--- config.mk ---
export PLATFORM = sky130hd
export DESIGN_NAME = spcb_csr_bank
export DESIGN_NICKNAME = d
export VERILOG_FILES = /design/src/core/spcb_pkg.sv /design/src/core/spcb_csr_bank.sv
export SDC_FILE = /design/constraint.sdc
export NUM_CORES = 1
export LEC_CHECK = 0
export BUFFER_PORTS_ARGS = -buffer_cell sky130_fd_sc_hd__buf_2
export CORE_ASPECT_RATIO = 0.5
export CORE_UTILIZATION = 30
export CTS_BUF_LIST = sky130_fd_sc_hd__clkbuf_4
export CTS_CLUSTER_DIAMETER = 50
export CTS_CLUSTER_SIZE = 20
export DETAILED_ROUTE_END_ITERATION = 8
export HOLD_SLACK_MARGIN = 0.03
export PLACE_DENSITY = 0.44
export SKIP_CTS_REPAIR_TIMING = 1
export SLEW_MARGIN = 10
export SYNTH_ARGS = -nofsm -noshare
export SYNTH_HDL_FRONTEND = slang
export SYNTH_SLANG_ARGS = --single-unit
export TNS_END_PERCENT = 20
--- constraint.sdc ---
create_clock -name clk -period 1.9 [get_ports clk]
set_input_delay 0.19 -clock clk [delete_from_list [all_inputs] [get_ports clk]]
set_output_delay 0.19 -clock clk [all_outputs]
set_load 0.01 [all_outputs]
--- src/core/spcb_pkg.sv ---
package spcb_pkg;

  // ----------------------------------------------------------------
  // Register byte offsets
  // ----------------------------------------------------------------
  localparam logic [11:0] OFS_IRQ_LEVEL_SENSE = 12'h64c;
  localparam logic [11:0] OFS_IRQ_PENDING     = 12'h650;
  localparam logic [11:0] OFS_IRQ_BLOCK       = 12'h654;
  localparam logic [11:0] OFS_LINK_CTRL_A     = 12'h844;
  localparam logic [11:0] OFS_LINK_CTRL_B     = 12'h848;
  localparam logic [11:0] OFS_LEGACY_DECODE   = 12'h84c;
  localparam logic [11:0] OFS_FWD_POLICY      = 12'h850;
  localparam logic [11:0] OFS_LINK_CTRL_C     = 12'h854;
  localparam logic [11:0] OFS_PHY_MAIN        = 12'h858;
  localparam logic [11:0] OFS_PHY_LANE        = 12'h85c;
  localparam logic [11:0] OFS_PHY_MARGIN      = 12'h860;
  localparam logic [11:0] OFS_LINK_CTRL_D     = 12'h864;
  localparam logic [11:0] OFS_LINK_CTRL_E     = 12'h868;
  localparam logic [11:0] OFS_LINK_CTRL_F     = 12'h86c;
  localparam logic [11:0] OFS_TEST_FLAGS      = 12'h870;

  // ----------------------------------------------------------------
  // Reset values
  // ----------------------------------------------------------------
  localparam logic [31:0] RST_IRQ_LEVEL_SENSE = 32'h0000_0000;
  localparam logic [31:0] RST_IRQ_PENDING     = 32'h5555_5554;
  localparam logic [31:0] RST_IRQ_BLOCK       = 32'h0000_0000;
  localparam logic [31:0] RST_LINK_CTRL_A     = 32'h0400_1060;
  localparam logic [31:0] RST_LINK_CTRL_B     = 32'h0400_0800;
  localparam logic [7:0]  RST_FWD_POLICY      = 8'hc2;
  localparam logic [31:0] RST_LINK_CTRL_C     = 32'h76b5_0080;
  localparam logic [31:0] RST_PHY_MAIN        = 32'h0010_1d27;
  localparam logic [31:0] RST_PHY_LANE        = 32'h0000_8000;
  localparam logic [14:0] RST_PHY_MARGIN      = 15'h116b;
  localparam logic [31:0] RST_LINK_CTRL_D     = 32'h000f_0000;
  localparam logic [31:0] RST_LINK_CTRL_E     = 32'h0000_0000;
  localparam logic [31:0] RST_LINK_CTRL_F_DN  = 32'h3308_0008;
  localparam logic [31:0] RST_LINK_CTRL_F_UP  = 32'h7308_0008;
  localparam logic [2:0]  RST_TEST_RW         = 3'h0;

  // ----------------------------------------------------------------
  // Writable bit masks
  // ----------------------------------------------------------------
  localparam logic [31:0] WM_LINK_CTRL_C = 32'h7fff_7fff;
  localparam logic [31:0] WM_PHY_MAIN    = 32'h7fff_1f7f;
  localparam logic [31:0] WM_PHY_LANE    = 32'h0000_007f;
  localparam logic [31:0] WM_PHY_DELTA   = 32'hffff_8000;
  localparam logic [31:0] WM_PHY_MARGIN  = 32'h0000_7fff;
  localparam logic [31:0] WM_FWD_POLICY  = 32'h0000_007f;
  localparam logic [31:0] WM_TEST_RW     = 32'h0000_00e0;

  // ----------------------------------------------------------------
  // Field positions
  // ----------------------------------------------------------------
  localparam int POS_STORE_FWD    = 0;
  localparam int POS_CT_ADV_LO    = 1;
  localparam int POS_ARB_HOLD     = 3;
  localparam int POS_CREDIT_ONE   = 4;
  localparam int POS_XPORT_ORDER  = 5;
  localparam int POS_TAG_ORDER    = 6;
  localparam int POS_NP_BUFFER    = 7;
  localparam int POS_CROSS_LINK   = 2;
  localparam int POS_ACK_TIMER    = 10;
  localparam int POS_DECODE_EN    = 31;
  localparam int POS_TX_AMPLITUDE = 30;
  localparam int POS_GEN1_LIMIT   = 31;
  localparam int POS_LANE_LO      = 0;
  localparam int POS_DELTA_LO     = 15;
  localparam int POS_TEST_RW_LO   = 5;
  localparam int POS_DMA_CAP      = 13;
  localparam int POS_STRAP        = 14;

  // Fixed read-only test bits of the capability word
  localparam logic [31:0] RO_TEST_FLAGS = 32'h0000_9014;

endpackage

--- src/core/spcb_csr_bank.sv ---
`timescale 1ns/10ps

module spcb_csr_bank
  import spcb_pkg::*;
#(
  parameter bit          IS_UPSTREAM = 1'b1,
  parameter bit          DECODE_EN   = 1'b1,
  parameter bit          DMA_CAP     = 1'b1,
  parameter int unsigned GPIO_PINS   = 32
) (
  input  wire logic                 clk,
  input  wire logic                 rst_n,
  input  wire logic                 cfg_wr,
  input  wire logic                 cfg_rd,
  input  wire logic [11:0]          cfg_addr,
  input  wire logic [3:0]           cfg_be,
  input  wire logic [31:0]          cfg_wdata,
  input  wire logic                 cfg_upstream,
  output logic      [31:0]          cfg_rdata,
  output logic                      cfg_rd_ack,
  input  wire logic [GPIO_PINS-1:0] gpio_irq_in,
  input  wire logic                 nontransparent_strap_pin,
  output logic                      gpio_irq_event,
  output logic                      store_forward_en,
  output logic      [1:0]           cut_through_advance,
  output logic                      arb_hold_grant,
  output logic                      credit_single_step,
  output logic                      cross_port_order_en,
  output logic                      completion_tag_order_en,
  output logic                      nonposted_buffering_select,
  output logic                      cross_link_en,
  output logic                      ack_latency_timer_en,
  output logic                      transmit_amplitude_select,
  output logic                      first_generation_limit,
  output logic      [6:0]           lane_mode,
  output logic      [16:0]          phy_delta
);

  // ----------------------------------------------------------------
  // State
  // ----------------------------------------------------------------
  typedef struct packed {
    logic [31:0] level_sense;
    logic [31:0] pending;
    logic [31:0] block;
    logic [31:0] link_a;
    logic [31:0] link_b;
    logic [7:0]  policy;
    logic [31:0] link_c;
    logic [31:0] phy_main;
    logic [31:0] phy_lane;
    logic [14:0] margin;
    logic [31:0] link_d;
    logic [31:0] link_e;
    logic [31:0] link_f;
    logic [2:0]  test_rw;
    logic        strap_done;
    logic        strap;
    logic        irq_event;
    logic [31:0] rdata;
    logic        rd_ack;
  } spcb_state_s;

  localparam logic [31:0] RST_LINK_CTRL_F =
    IS_UPSTREAM ? RST_LINK_CTRL_F_UP : RST_LINK_CTRL_F_DN;

  localparam spcb_state_s RST_STATE = '{
    level_sense: RST_IRQ_LEVEL_SENSE,
    pending:     RST_IRQ_PENDING,
    block:       RST_IRQ_BLOCK,
    link_a:      RST_LINK_CTRL_A,
    link_b:      RST_LINK_CTRL_B,
    policy:      RST_FWD_POLICY,
    link_c:      RST_LINK_CTRL_C,
    phy_main:    RST_PHY_MAIN,
    phy_lane:    RST_PHY_LANE,
    margin:      RST_PHY_MARGIN,
    link_d:      RST_LINK_CTRL_D,
    link_e:      RST_LINK_CTRL_E,
    link_f:      RST_LINK_CTRL_F,
    test_rw:     RST_TEST_RW,
    strap_done:  1'b0,
    strap:       1'b0,
    irq_event:   1'b0,
    rdata:       32'h0000_0000,
    rd_ack:      1'b0
  };

  spcb_state_s st_r;
  spcb_state_s st_nxt;

  logic [31:0] pins_w;
  logic [31:0] pend_calc;
  logic [31:0] phy_wmask;

  // ----------------------------------------------------------------
  // Helpers
  // ----------------------------------------------------------------
  // Byte-lane merge of a write into the writable bits only
  function automatic logic [31:0] wmerge(input logic [31:0] old,
                                         input logic [31:0] wd,
                                         input logic [3:0]  be,
                                         input logic [31:0] wmask);
    logic [31:0] lane;
    lane = {{8{be[3]}}, {8{be[2]}}, {8{be[1]}}, {8{be[0]}}};
    return (old & ~(lane & wmask)) | (wd & lane & wmask);
  endfunction

  function automatic logic hit(input logic [11:0] a,
                               input logic [11:0] ofs);
    return a[11:2] == ofs[11:2];
  endfunction

  // Pins widened to the 32-bit register view
  assign pins_w = 32'(gpio_irq_in);

  // Active when pin level matches the selected polarity
  assign pend_calc = ~(pins_w ^ st_r.level_sense);

  // Delta field only accepts upstream-port writes
  assign phy_wmask = cfg_upstream ? (WM_PHY_LANE | WM_PHY_DELTA)
                                  : WM_PHY_LANE;

  // ----------------------------------------------------------------
  // Next state
  // ----------------------------------------------------------------
  always_comb begin
    st_nxt = st_r;
    // Live interrupt status and combined event
    st_nxt.pending   = pend_calc;
    st_nxt.irq_event = |(st_r.pending & ~st_r.block);
    // Strap caught once, on the first edge after reset release
    if (!st_r.strap_done) begin
      st_nxt.strap_done = 1'b1;
      st_nxt.strap      = nontransparent_strap_pin;
    end
    // Register writes
    if (cfg_wr) begin
      if (hit(cfg_addr, OFS_IRQ_LEVEL_SENSE)) begin
        st_nxt.level_sense = wmerge(st_r.level_sense, cfg_wdata,
                                    cfg_be, 32'hffff_ffff);
      end
      if (hit(cfg_addr, OFS_IRQ_BLOCK)) begin
        st_nxt.block = wmerge(st_r.block, cfg_wdata, cfg_be,
                              32'hffff_ffff);
      end
      if (hit(cfg_addr, OFS_LINK_CTRL_A)) begin
        st_nxt.link_a = wmerge(st_r.link_a, cfg_wdata, cfg_be,
                               32'hffff_ffff);
      end
      if (hit(cfg_addr, OFS_LINK_CTRL_B)) begin
        st_nxt.link_b = wmerge(st_r.link_b, cfg_wdata, cfg_be,
                               32'hffff_ffff);
      end
      if (hit(cfg_addr, OFS_FWD_POLICY) && cfg_be[0]) begin
        st_nxt.policy[6:0] = cfg_wdata[6:0];
        st_nxt.policy[7]   = ~cfg_wdata[POS_NP_BUFFER];
      end
      if (hit(cfg_addr, OFS_LINK_CTRL_C)) begin
        st_nxt.link_c = wmerge(st_r.link_c, cfg_wdata, cfg_be,
                               WM_LINK_CTRL_C);
      end
      if (hit(cfg_addr, OFS_PHY_MAIN)) begin
        st_nxt.phy_main = wmerge(st_r.phy_main, cfg_wdata, cfg_be,
                                 WM_PHY_MAIN);
      end
      if (hit(cfg_addr, OFS_PHY_LANE)) begin
        st_nxt.phy_lane = wmerge(st_r.phy_lane, cfg_wdata, cfg_be,
                                 phy_wmask);
      end
      if (hit(cfg_addr, OFS_PHY_MARGIN)) begin
        st_nxt.margin = 15'(wmerge(32'(st_r.margin), cfg_wdata,
                                   cfg_be, WM_PHY_MARGIN));
      end
      if (hit(cfg_addr, OFS_LINK_CTRL_D)) begin
        st_nxt.link_d = wmerge(st_r.link_d, cfg_wdata, cfg_be,
                               32'hffff_ffff);
      end
      if (hit(cfg_addr, OFS_LINK_CTRL_E)) begin
        st_nxt.link_e = wmerge(st_r.link_e, cfg_wdata, cfg_be,
                               32'hffff_ffff);
      end
      if (hit(cfg_addr, OFS_LINK_CTRL_F)) begin
        st_nxt.link_f = wmerge(st_r.link_f, cfg_wdata, cfg_be,
                               32'hffff_ffff);
      end
      if (hit(cfg_addr, OFS_TEST_FLAGS) && cfg_be[0]) begin
        st_nxt.test_rw = cfg_wdata[7:5];
      end
    end
    // Read data, answered on the next edge; unmapped reads zero
    st_nxt.rd_ack = cfg_rd;
    st_nxt.rdata  = 32'h0000_0000;
    if (cfg_rd) begin
      unique case (cfg_addr[11:2])
        OFS_IRQ_LEVEL_SENSE[11:2]: st_nxt.rdata = st_r.level_sense;
        OFS_IRQ_PENDING[11:2]:     st_nxt.rdata = st_r.pending;
        OFS_IRQ_BLOCK[11:2]:       st_nxt.rdata = st_r.block;
        OFS_LINK_CTRL_A[11:2]:     st_nxt.rdata = st_r.link_a;
        OFS_LINK_CTRL_B[11:2]:     st_nxt.rdata = st_r.link_b;
        OFS_LEGACY_DECODE[11:2]:
          st_nxt.rdata = 32'(DECODE_EN) << POS_DECODE_EN;
        OFS_FWD_POLICY[11:2]:      st_nxt.rdata = 32'(st_r.policy);
        OFS_LINK_CTRL_C[11:2]:     st_nxt.rdata = st_r.link_c;
        OFS_PHY_MAIN[11:2]:        st_nxt.rdata = st_r.phy_main;
        OFS_PHY_LANE[11:2]:        st_nxt.rdata = st_r.phy_lane;
        OFS_PHY_MARGIN[11:2]:      st_nxt.rdata = 32'(st_r.margin);
        OFS_LINK_CTRL_D[11:2]:     st_nxt.rdata = st_r.link_d;
        OFS_LINK_CTRL_E[11:2]:     st_nxt.rdata = st_r.link_e;
        OFS_LINK_CTRL_F[11:2]:     st_nxt.rdata = st_r.link_f;
        OFS_TEST_FLAGS[11:2]: begin
          st_nxt.rdata = (RO_TEST_FLAGS & ~(32'h1 << POS_DMA_CAP))
                       | (32'(DMA_CAP) << POS_DMA_CAP)
                       | (32'(st_r.strap) << POS_STRAP)
                       | (32'(st_r.test_rw) << POS_TEST_RW_LO);
        end
        default: st_nxt.rdata = 32'h0000_0000;
      endcase
    end
  end

  // ----------------------------------------------------------------
  // State register
  // ----------------------------------------------------------------
  always_ff @(posedge clk or negedge rst_n) begin
    if (!rst_n) begin
      st_r <= RST_STATE;
    end else begin
      st_r <= st_nxt;
    end
  end

  // ----------------------------------------------------------------
  // Outputs
  // ----------------------------------------------------------------
  // Bus answer and interrupt event
  assign cfg_rdata      = st_r.rdata;
  assign cfg_rd_ack     = st_r.rd_ack;
  assign gpio_irq_event = st_r.irq_event;

  // Forwarding and arbitration controls
  assign store_forward_en        = st_r.policy[POS_STORE_FWD];
  assign cut_through_advance     = st_r.policy[POS_CT_ADV_LO+:2];
  assign arb_hold_grant          = st_r.policy[POS_ARB_HOLD];
  assign credit_single_step      = st_r.policy[POS_CREDIT_ONE];
  assign cross_port_order_en     = st_r.policy[POS_XPORT_ORDER];
  assign completion_tag_order_en = st_r.policy[POS_TAG_ORDER];
  assign nonposted_buffering_select = st_r.policy[POS_NP_BUFFER];

  // Link and physical-layer controls
  assign cross_link_en             = st_r.link_a[POS_CROSS_LINK];
  assign ack_latency_timer_en      = st_r.link_f[POS_ACK_TIMER];
  assign transmit_amplitude_select = st_r.phy_main[POS_TX_AMPLITUDE];
  assign first_generation_limit    = st_r.link_f[POS_GEN1_LIMIT];
  assign lane_mode = st_r.phy_lane[POS_LANE_LO+:7];
  assign phy_delta = st_r.phy_lane[POS_DELTA_LO+:17];

  // ----------------------------------------------------------------
  // Assertions
  // ----------------------------------------------------------------
  a_pending_track: assert property (
    @(posedge clk) disable iff (!rst_n)
    $past(rst_n) |-> st_r.pending == $past(pend_calc))
    else $error("status word does not follow pins and polarity");

  a_status_ro: assert property (
    @(posedge clk) disable iff (!rst_n)
    (cfg_wr && hit(cfg_addr, OFS_IRQ_PENDING)) |=>
      st_r.pending == $past(pend_calc))
    else $error("status word changed by a write");

  a_mask_write: assert property (
    @(posedge clk) disable iff (!rst_n)
    (cfg_wr && hit(cfg_addr, OFS_IRQ_BLOCK) && cfg_be == 4'hf) |=>
      st_r.block == $past(cfg_wdata))
    else $error("mask write not stored");

  a_irq_event: assert property (
    @(posedge clk) disable iff (!rst_n)
    (|(st_r.pending & ~st_r.block)) |=> gpio_irq_event)
    else $error("unmasked active pin gave no event");

  a_irq_quiet: assert property (
    @(posedge clk) disable iff (!rst_n)
    !(|(st_r.pending & ~st_r.block)) |=> !gpio_irq_event)
    else $error("event without unmasked active pin");

  a_fwd_mode: assert property (
    @(posedge clk) disable iff (!rst_n)
    (cfg_wr && hit(cfg_addr, OFS_FWD_POLICY) && cfg_be[0]) |=>
      store_forward_en == $past(cfg_wdata[0]) &&
      cut_through_advance == $past(cfg_wdata[2:1]))
    else $error("forwarding mode not taken from write");

  a_np_invert: assert property (
    @(posedge clk) disable iff (!rst_n)
    (cfg_wr && hit(cfg_addr, OFS_FWD_POLICY) && cfg_be[0]) |=>
      nonposted_buffering_select != $past(cfg_wdata[7]))
    else $error("non-posted select not inverted on write");

  a_cross_link: assert property (
    @(posedge clk) disable iff (!rst_n)
    (cfg_wr && hit(cfg_addr, OFS_LINK_CTRL_A) && cfg_be[0]) |=>
      cross_link_en == $past(cfg_wdata[2]))
    else $error("crossed-link enable not written");

  a_decode_read: assert property (
    @(posedge clk) disable iff (!rst_n)
    (cfg_rd && hit(cfg_addr, OFS_LEGACY_DECODE)) |=>
      cfg_rd_ack && cfg_rdata[POS_DECODE_EN] == DECODE_EN)
    else $error("legacy decode bit read wrong");

  a_delta_guard: assert property (
    @(posedge clk) disable iff (!rst_n)
    (cfg_wr && hit(cfg_addr, OFS_PHY_LANE) && !cfg_upstream) |=>
      $stable(phy_delta))
    else $error("delta changed by downstream write");

  a_dma_read: assert property (
    @(posedge clk) disable iff (!rst_n)
    (cfg_rd && hit(cfg_addr, OFS_TEST_FLAGS)) |=>
      cfg_rd_ack && cfg_rdata[POS_DMA_CAP] == DMA_CAP)
    else $error("DMA capability bit read wrong");

  a_strap_hold: assert property (
    @(posedge clk) disable iff (!rst_n)
    st_r.strap_done |=> $stable(st_r.strap))
    else $error("strap bit changed after capture");

  a_strap_capture: assert property (
    @(posedge clk) disable iff (!rst_n)
    !st_r.strap_done |=> st_r.strap == $past(nontransparent_strap_pin))
    else $error("strap bit not taken from pin");

  a_mask_reset: assert property (
    @(posedge clk) disable iff (!rst_n)
    !$past(rst_n) |-> st_r.block == 32'h0000_0000)
    else $error("mask not clear after reset");

  a_policy_bits: assert property (
    @(posedge clk) disable iff (!rst_n)
    (cfg_wr && hit(cfg_addr, OFS_FWD_POLICY) && cfg_be[0]) |=>
      arb_hold_grant == $past(cfg_wdata[3]) &&
      credit_single_step == $past(cfg_wdata[4]))
    else $error("arbitration or credit mode not taken from write");

  a_order_bits: assert property (
    @(posedge clk) disable iff (!rst_n)
    (cfg_wr && hit(cfg_addr, OFS_FWD_POLICY) && cfg_be[0]) |=>
      cross_port_order_en == $past(cfg_wdata[5]) &&
      completion_tag_order_en == $past(cfg_wdata[6]))
    else $error("ordering modes not taken from write");

  a_swing_write: assert property (
    @(posedge clk) disable iff (!rst_n)
    (cfg_wr && hit(cfg_addr, OFS_PHY_MAIN) && cfg_be[3]) |=>
      transmit_amplitude_select == $past(cfg_wdata[30]))
    else $error("swing select not taken from write");

  a_gen_limit: assert property (
    @(posedge clk) disable iff (!rst_n)
    (cfg_wr && hit(cfg_addr, OFS_LINK_CTRL_F) && cfg_be[3]) |=>
      first_generation_limit == $past(cfg_wdata[31]))
    else $error("generation limit not taken from write");

  a_ack_timer: assert property (
    @(posedge clk) disable iff (!rst_n)
    (cfg_wr && hit(cfg_addr, OFS_LINK_CTRL_F) && cfg_be[1]) |=>
      ack_latency_timer_en == $past(cfg_wdata[10]))
    else $error("ack timer enable not taken from write");

endmodule

==> results by group, run 1 <==
Synthesis
  – Ys Warns: 0
  – Ys flop type: dfrtp_1
  – EDFF count, synth: 0
  – Synth Area per Inst: 12.95 sq um
  – Mapped Cells: 1464
  – Syn nets: 1550
  – Number of synthesized register bits: 399
  – Syn Std Cell Area: 18960 sq um
  – Top post-synthesis cells by area: dfrtp_1, mux2_2, dfstp_2
  – Sequential fraction of the synthesis area: 0.5308
  – Async S/R FF share, synth: 1.000
  – Synth area leader: dfrtp_1
  – Top-area cell type share of the netlist area: 0.4435
  – Netlist cell types: 64

Placed design
  – HPWL after detailed placement: 49390 um
  – Port Buffers: 153
  – Placed Instances: 2495
  – RD Place Congestion: 0.9048

Timing
  – Final slew viol count: 0
  – Fmax: 0.5838 GHz
  – WHS: 67.47 ps
  – Share of the clock period used by the worst path: 0.9015
  – Slew headroom: 0.4966
  – Min cycle time layout: 1713 ps
  – Worst Skew: 42.61 ps
  – Hold Vio Cnt, Final: 0
  – Slew @ Worst Pin: 751.7 ps
  – Final setup viols: 0
  – RSZ-0062 raised after global routing: no

Cells and area
  – Share of layout cells above drive strength 1: 0.4942
  – Final non-filler cell total: 2647
  – Final net count: 1877
  – Commonest non-fill, non-tap cell in the layout: mux2_2
  – Filler cells: 6022
  – Commonest cells after routing, fill and taps aside: mux2_2, dfrtp_1, buf_4
  – Area grow syn2layout: 23.74%

Worst setup path
  – Slowest-stage cell, CP: dfstp_2
  – CP peak stage delay: 590 ps
  – Critical Path End Type: output port
  – Critical Path, Cell by Cell: buf_2
  – Crit-path leading delay family: flip-flops
  – Critical Path Fanout Max: 3
  – Critical path startpoint category: register
  – Crit path buffers/inverters: 1
  – Worst EP arrival: 1520 ps
  – Critical path type: reg2out
  – WP data required: 1710 ps

CTS
  – Clk buf depth: 3
  – Clock root buffer master: clkbuf_4
  – Worst-Skew Late Latency: 790 ps
  – CTS tree: built
  – Clock-pin slew of the registers on the worst-case setup and hold paths: 190 ps
  – Htree depth: 2
  – Number of buffers created by CTS: 39
  – CTS Sinks: 399

Job
  – Maxcap violations: 0

GRT
  – Gr ovfl total: 0
  – All-Layer GR Usage: 0.2111
  – First-pass GRT wire length: 100200 um
  – Vias in the first global route: 14.32k
  – Largest net degree at the start of global routing: 68
  – Initial antenna violation count: 2

Pwr
  – Lkg Pwr: 11.13 nW
  – Design Power: 15.23 mW
  – Worst vdd ir: 0.0003081 V
  – Pwr dens: 649.3 nW/um^2

Detailed routing
  – Vias/cell: 5.191
  – Detailed-route DRC error count: 0
  – Antenna Nets Post-Route: 0
  – 1st-iter DRT viols: 1174
  – Routed length per placed instance: 25.77 um
  – Routed WL: 68200 um
  – Drt first pass iters: 7
  – Vias: 13.74k

Floorplanning
  – Die H: 179.8 um
  – Initial Util: 0.3067
  – Die ar.: 64270 sq um
  – Core Footprint: 61820 sq um
  – Cell row count: 64
  – Die X: 357.5 um
  – Num ports: 156

Run status
  – Status: finished, final reports clean

Worst hold path
  – Hold WC Path Type: in2reg
## metal layers
layer	GRT usage	vias up	routed length, um
li1	-	5958	-
met1	0.3066	7316	32060
met2	0.3353	402	31750
met3	0.03239	65	3475
met4	0.03385	0	914
met5	0	-	0
## synth_stat cells (6+ instances only)
cell type  instances
mux2_2           338
dfrtp_1          336
nand2_1           67
buf_4             63
dfstp_2           63
a22oi_1           58
a21oi_1           36
clkbuf_1          36
mux2i_1           35
inv_1             33
o21ai_0           33
xnor2_1           32
buf_2             29
o22ai_1           27
buf_1             23
a22o_1            19
nor3_1            19
a221oi_1          18
a31oi_1           16
nor2_8            16
mux2_1            15
a222oi_1          12
a32oi_1           11
nor2_4            11
nor2_2             9
and3_1             8
nor2_1             8
nand2b_1           7
nand3_1            7
nor2b_1            7
nor4_1             7
nand2_2            6
or3_1              6
## area by class of cell
cell class                      count  area (sq um)  area share
Sequential cell                   399         10060      0.4289
Multi-Input combinational cell    880          7941      0.3385
Clock inverter                     28         324.1     0.01381
Timing Repair Buffer              438          3651      0.1556
Clock buffer                       43         322.8     0.01376
Antenna cell                        1         2.502   0.0001067
Tap cell                          825          1032     0.04400
Inverter                           33         123.9    0.005280
## stage by stage
stage / setup WS, ps / cell area (sq um) / util / setup TNS (ps)
after detailed placement: -496.7 / 22000 / 0.3559 / -85290
final: 187.2 / 23460 / 0.3795 / 0
after floorplan: 76.75 / 18960 / - / 0
after global placement: -491.8 / 22000 / 0.3559 / -81110
after global routing: 86.21 / 23460 / 0.3795 / 0
after CTS: 94.16 / 22650 / 0.3664 / 0
## cell families after synthesis
logic type	Yosys count	synth area share
xor gates and xnor gates	32	0.01478
other	1	0.0001978
muxes	390	0.2305
buffers and inverters	185	0.05141
AOI/OAI and AO/OA	245	0.09054
and+or+nand+nor	212	0.08177
DFF	399	0.5308
## final timing paths
path | from | endpoint | slack (ps) | cells past startpoint
worst max-delay path | phy_delta[0]$_DFFE_PN1P_ | phy_delta[0] | 190 | 1
worst min-delay path | gpio_irq_in[13] | st_r[363]$_DFF_PN0_ | 70 | 3
worst max register to register | register | cfg_rdata[27]$_DFF_PN0_ | 220 | 5
worst min register to register | register | st_r[370]$_DFF_PN1_ | 460 | 1
max in group asynchronous | rst_n | asynchronous set/reset pin | 730 | 4
min in group asynchronous | rst_n | asynchronous set/reset pin | 600 | 3
## report_power, final
part           switching (mW)  total (mW)  internal (mW)
logic                   0.875        1.41          0.534
registers              0.0686        8.68           8.62
clock network            3.52        5.14           1.62
Note: power is estimated with default switching activity, not from simulation.
==> run 2, diff against run 1 <==
- CORE_ASPECT_RATIO: 0.5 -> default
- CTS_CLUSTER_DIAMETER: 50 -> 120
==> run 2 against run 1 <==
Final cell count is 0.57% higher. Worst hold slack lost 3.3 ps. Non-clock buffer count rose by 32. Maximum frequency decreased by 2.1%. Clock-buffer cell count is 2 lower. Design area up 0.18%. Total power fell by 8.8%. Critical path depth is the same. Flip-flop and latch count unchanged. Combinational power grew 5%. First-iteration DRC count decreased by 2.0%. Routed wire length is 1.6% higher. Critical endpoint unchanged. Largest cell class unchanged. Highest routed layer is now met5.
==> results by group, run 2 (synthesis results as in run 1) <==
Timing
  – Fin worst setup slack: 149.7 ps
  – Fmax: 0.5713 GHz
  – Min cycle time layout: 1750 ps
  – Post-Route Setup TNS: 0 ps
  – RSZ-0062 raised after global routing: no
  – Final setup viols: 0
  – Worst Skew: 35.22 ps
  – Final slew viol count: 0
  – Slew @ Worst Pin: 543.5 ps
  – Share of the clock period used by the worst path: 0.9212
  – Slew headroom: 0.6338
  – WHS: 64.15 ps
  – Hold Vio Cnt, Final: 0

Detailed routing
  – Antenna Nets Post-Route: 0
  – Routed length per placed instance: 26.03 um
  – Vias: 13.45k
  – Routed WL: 69290 um
  – Vias/cell: 5.054
  – 1st-iter DRT viols: 1150
  – Drt first pass iters: 6
  – Detailed-route DRC error count: 0

Worst setup path
  – Critical Path, Cell by Cell: buf_2
  – Critical path type: reg2out
  – Slowest-stage cell, CP: dfstp_2
  – Critical Path End Type: output port
  – Critical Path Fanout Max: 3
  – Reg2Reg Setup Slack: 220 ps
  – Crit path buffers/inverters: 1
  – WP data required: 1710 ps
  – Critical path startpoint category: register
  – Worst EP arrival: 1560 ps
  – Crit-path leading delay family: flip-flops
  – CP peak stage delay: 610 ps

Floorplanning
  – Num ports: 156
  – Die X: 253.4 um
  – Core Footprint: 62050 sq um
  – Initial Util: 0.3055
  – Die H: 253.4 um
  – Cell row count: 91
  – Die ar.: 64210 sq um

Placed design
  – Setup WS pre-CTS: -488.1 ps
  – Port Buffers: 153
  – Placed Instances: 2516
  – RD Place Congestion: 0.8746
  – HPWL after detailed placement: 50690 um

Run status
  – Status: finished, final reports clean

GRT
  – All-Layer GR Usage: 0.2150
  – Largest net degree at the start of global routing: 62
  – Gr ovfl total: 0
  – Vias in the first global route: 13.75k
  – Initial antenna violation count: 4
  – First-pass GRT wire length: 99730 um

Cells and area
  – Area grow syn2layout: 23.96%
  – Final net count: 1893
  – Final non-filler cell total: 2662
  – Commonest non-fill, non-tap cell in the layout: mux2_2
  – Share of layout cells above drive strength 1: 0.4838
  – Commonest cells after routing, fill and taps aside: mux2_2, dfrtp_1, buf_4

CTS
  – Worst-Skew Late Latency: 840 ps
  – Clk buf depth: 3
  – Htree depth: 1
  – CTS tree: built
  – CTS Sinks: 399
  – Clock root buffer master: clkbuf_4
  – Clock-pin slew of the registers on the worst-case setup and hold paths: 220 ps
  – Number of buffers created by CTS: 23

Worst hold path
  – Hold WC Path Type: in2reg

Pwr
  – Worst vdd ir: 0.0003335 V
  – Design Power: 13.89 mW
  – Pwr dens: 591.0 nW/um^2
  – Lkg Pwr: 11.12 nW

Job
  – Maxcap violations: 0
## run 2: power breakdown
| part | internal [mW] | switching (mW) | total [mW] |
|---|---|---|---|
| registers | 8.62 | 0.0736 | 8.70 |
| logic | 0.596 | 0.881 | 1.48 |
| clock network | 0.953 | 2.76 | 3.72 |
| total | 10.2 | 3.72 | 13.9 |
## run 2: layout make-up
type                       count  area [sq um]
fill                        6124         38550
sequential                   399         10060
multi-input combinational    880          7949
timing repair buffer         470          4006
tap                          837          1047
clock buffer                  41         307.8
inverter                      33         123.9
antenna                        2         5.005
## run 2: routing by layer
layer / GRT usage / part of all wire / vias up
li1: - / - / 5974
met4: 0.04883 / 0.021 / 4
met2: 0.3371 / 0.46 / 362
met1: 0.3142 / 0.47 / 7034
met3: 0.02611 / 0.046 / 79
met5: 0 / 0.00039 / -
## run 2: metrics by stage
stage / instance area [sq um] / util
final: 23500 / 0.3787
after global routing: 23500 / 0.3787
after CTS: 22450 / 0.3618
after detailed placement: 22140 / 0.3568
after global placement: 22140 / 0.3568
after floorplan: 18960 / -
## run 2: path summary, 6_finish.rpt
check                                    startpoint                    endpoint  depth (start not counted)
setup / recovery           phy_delta[0]$_DFFE_PN1P_                phy_delta[0]                          1
hold / removal                      gpio_irq_in[31]         st_r[381]$_DFF_PN0_                          3
setup reg to reg                           register     cfg_rdata[22]$_DFF_PN0_                          5
hold reg to reg                            register         st_r[366]$_DFF_PN1_                          1
max in group asynchronous                     rst_n  asynchronous set/reset pin                          4
min in group asynchronous                     rst_n  asynchronous set/reset pin                          3
==> run 3, diff against run 2 <==
- CELL_PAD_IN_SITES_DETAIL_PLACEMENT: default -> 1
- CELL_PAD_IN_SITES_GLOBAL_PLACEMENT: default -> 2
- PLACE_DENSITY: 0.44 -> 0.61
- RECOVER_POWER: default -> 50
- clock period: 1.9 -> 1.5 ns (I/O delays scaled with it)
==> run 3 against run 2 <==
The run now ends with setup timing left. Critical endpoint is now cfg_rdata[30]$_DFF_PN0_. Clock skew fell by 1.5 ps. Clock-buffer cell count did not move. Via count rose by 3.4%. Global-route usage rose by 0.86 points. Flip-flop and latch count did not move. Total power rose by 27%. Highest routed layer unchanged. Register-to-register slack got worse by 420 ps. Core utilization rose by 0.90 points.
==> results by group, run 3 (synthesis results as in run 1) <==
Run status
  – Status: complete, but fails checks
  – Failing checks: setup timing

Detailed routing
  – Detailed-route DRC error count: 0
  – Vias: 13.91k
  – Vias/cell: 5.117
  – Routed WL: 72280 um
  – 1st-iter DRT viols: 963
  – Drt first pass iters: 5
  – Antenna Nets Post-Route: 0
  – Routed length per placed instance: 26.58 um

Worst setup path
  – Crit path capture: cfg_rdata[30]$_DFF_PN0_
  – Critical path startpoint: phy_delta[15]$_DFFE_PN0P_
  – CP peak stage delay: 510 ps
  – Reg2Reg Setup Slack: -200 ps
  – R2R Path End: cfg_rdata[30]$_DFF_PN0_
  – Critical Path, Cell by Cell: mux2_2, a22oi_2, o22ai_1, a222oi_1, a21oi_1
  – Critical path type: reg2reg
  – Critical Path End Type: register
  – Slowest-stage cell, CP: a222oi_1
  – Worst EP arrival: 2410 ps
  – Critical Path Fanout Max: 2
  – Critical path startpoint category: register
  – FF-to-FF Start: phy_delta[15]$_DFFE_PN0P_
  – WP data required: 2210 ps
  – Worst r2r path cells: 5

Floorplanning
  – Die ar.: 64210 sq um
  – Die X: 253.4 um
  – Initial Util: 0.3055
  – Cell row count: 91
  – Core Footprint: 62050 sq um
  – Num ports: 156
  – Die H: 253.4 um

Pwr
  – Logic pwr share: 0.110
  – Worst vdd ir: 0.0005225 V
  – Sequential share of power: 0.624
  – Lkg Pwr: 11.41 nW
  – Clock power frac: 0.266
  – Int Pwr: 12.93 mW
  – Net Sw Frac: 0.2682
  – NetSw: 4.740 mW
  – Design Power: 17.67 mW
  – Pwr dens: 734.4 nW/um^2

CTS
  – Clk buf depth: 3
  – CTS Sinks: 399
  – Number of buffers created by CTS: 23
  – Clock-pin slew of the registers on the worst-case setup and hold paths: 200 ps
  – Worst-Skew Late Latency: 860 ps
  – Htree depth: 1
  – CTS tree: built
  – Clock root buffer master: clkbuf_4

Timing
  – Share of the clock period used by the worst path: 1.134
  – Post-Route Setup TNS: -8648 ps
  – Final setup viols: 152
  – Final slew viol count: 0
  – Min cycle time layout: 1701 ps
  – Worst Skew: 33.69 ps
  – Fmax: 0.5878 GHz
  – WHS: 36.97 ps
  – Slew headroom: 0.3182
  – Fin worst setup slack: -201.2 ps
  – Hold Vio Cnt, Final: 0
  – Slew @ Worst Pin: 1023 ps
  – RSZ-0062 raised after global routing: yes

Cells and area
  – Commonest non-fill, non-tap cell in the layout: dfrtp_1
  – Commonest cells after routing, fill and taps aside: dfrtp_1, mux2_2, buf_4
  – Share of layout cells above drive strength 1: 0.5059
  – Util after Layout: 0.3877
  – Final net count: 1950
  – Area grow syn2layout: 26.91%

GRT
  – Met1 Resource Use GR: 0.3167
  – Initial antenna violation count: 4
  – First-pass GRT wire length: 103900 um
  – GRT Max-Usage Layer: met2
  – Gr ovfl total: 0
  – GR Util met2: 0.3614
  – Largest net degree at the start of global routing: 73
  – All-Layer GR Usage: 0.2236
  – Met3 GRT Util: 0.02477
  – Vias in the first global route: 14.41k

Placed design
  – Port Buffers: 153
  – RD Place Congestion: 0.8460
  – HPWL after detailed placement: 53510 um

Job
  – Maxcap violations: 0

Worst hold path
  – Hold WC Path Type: in2reg
## run 3: worst max-delay path: cells and delay by family, from the launching register on
| kind | cells | cell delay [ps] |
|---|---|---|
| muxes | 1 | 300 |
| DFF | 1 | 430 |
| AOI/OAI and AO/OA | 4 | 880 |
## run 3: layout make-up
class / instances / area, sq um
sequential: 399 / 10070
inverter: 33 / 123.9
fill: 6624 / 37990
multi-input combinational: 880 / 8085
clock buffer: 41 / 307.8
antenna: 2 / 5.005
timing repair buffer: 527 / 4423
tap: 837 / 1047
## run 3: power by group through the flow
| stage | logic [mW] | registers, mW | clock network (mW) |
|---|---|---|---|
| after CTS | 1.76 | 11.0 | 4.92 |
| after floorplan | 0.592 | 11.2 | 0 |
| after detailed placement | 1.75 | 11.2 | 0 |
| final | 1.95 | 11.0 | 4.70 |
| after global placement | 1.73 | 11.2 | 0 |
| after global routing | 2.07 | 11.0 | 5.23 |
## run 3: worst min-delay path by stage
stage | start | to | slack [ps] | cells past startpoint
6_report | cfg_addr[9] | cfg_rdata[11]$_DFF_PN0_ | 40 | 6
5_1_grt | gpio_irq_in[1] | st_r[351]$_DFF_PN0_ | 30 | 3
4_1_cts | rst_n | phy_delta[11]$_DFFE_PN0P_ | -930 | 1
3_5_place_dp | rst_n | phy_delta[15]$_DFFE_PN0P_ | 9 | 1
3_3_place_gp | rst_n | phy_delta[15]$_DFFE_PN0P_ | 7 | 1
2_1_floorplan | rst_n | asynchronous set/reset pin | -150 | 0
## run 3: stage by stage
stage	instance area, sq um	setup WS (ps)	cells
2_1_floorplan	19000	-254.3	1464
3_3_place_gp	22480	-730.7	2560
3_5_place_dp	22480	-686.4	2560
4_1_cts	22790	-308.7	2601
5_1_grt	24060	-272.4	2719
6_report	24060	-201.2	2719
## run 3: layer usage
layer | wire, um | vias to the layer above
met3 | 3385 | 88
met2 | 34030 | 396
met1 | 32960 | 7336
met5 | 27 | -
li1 | - | 6090
met4 | 1866 | 4
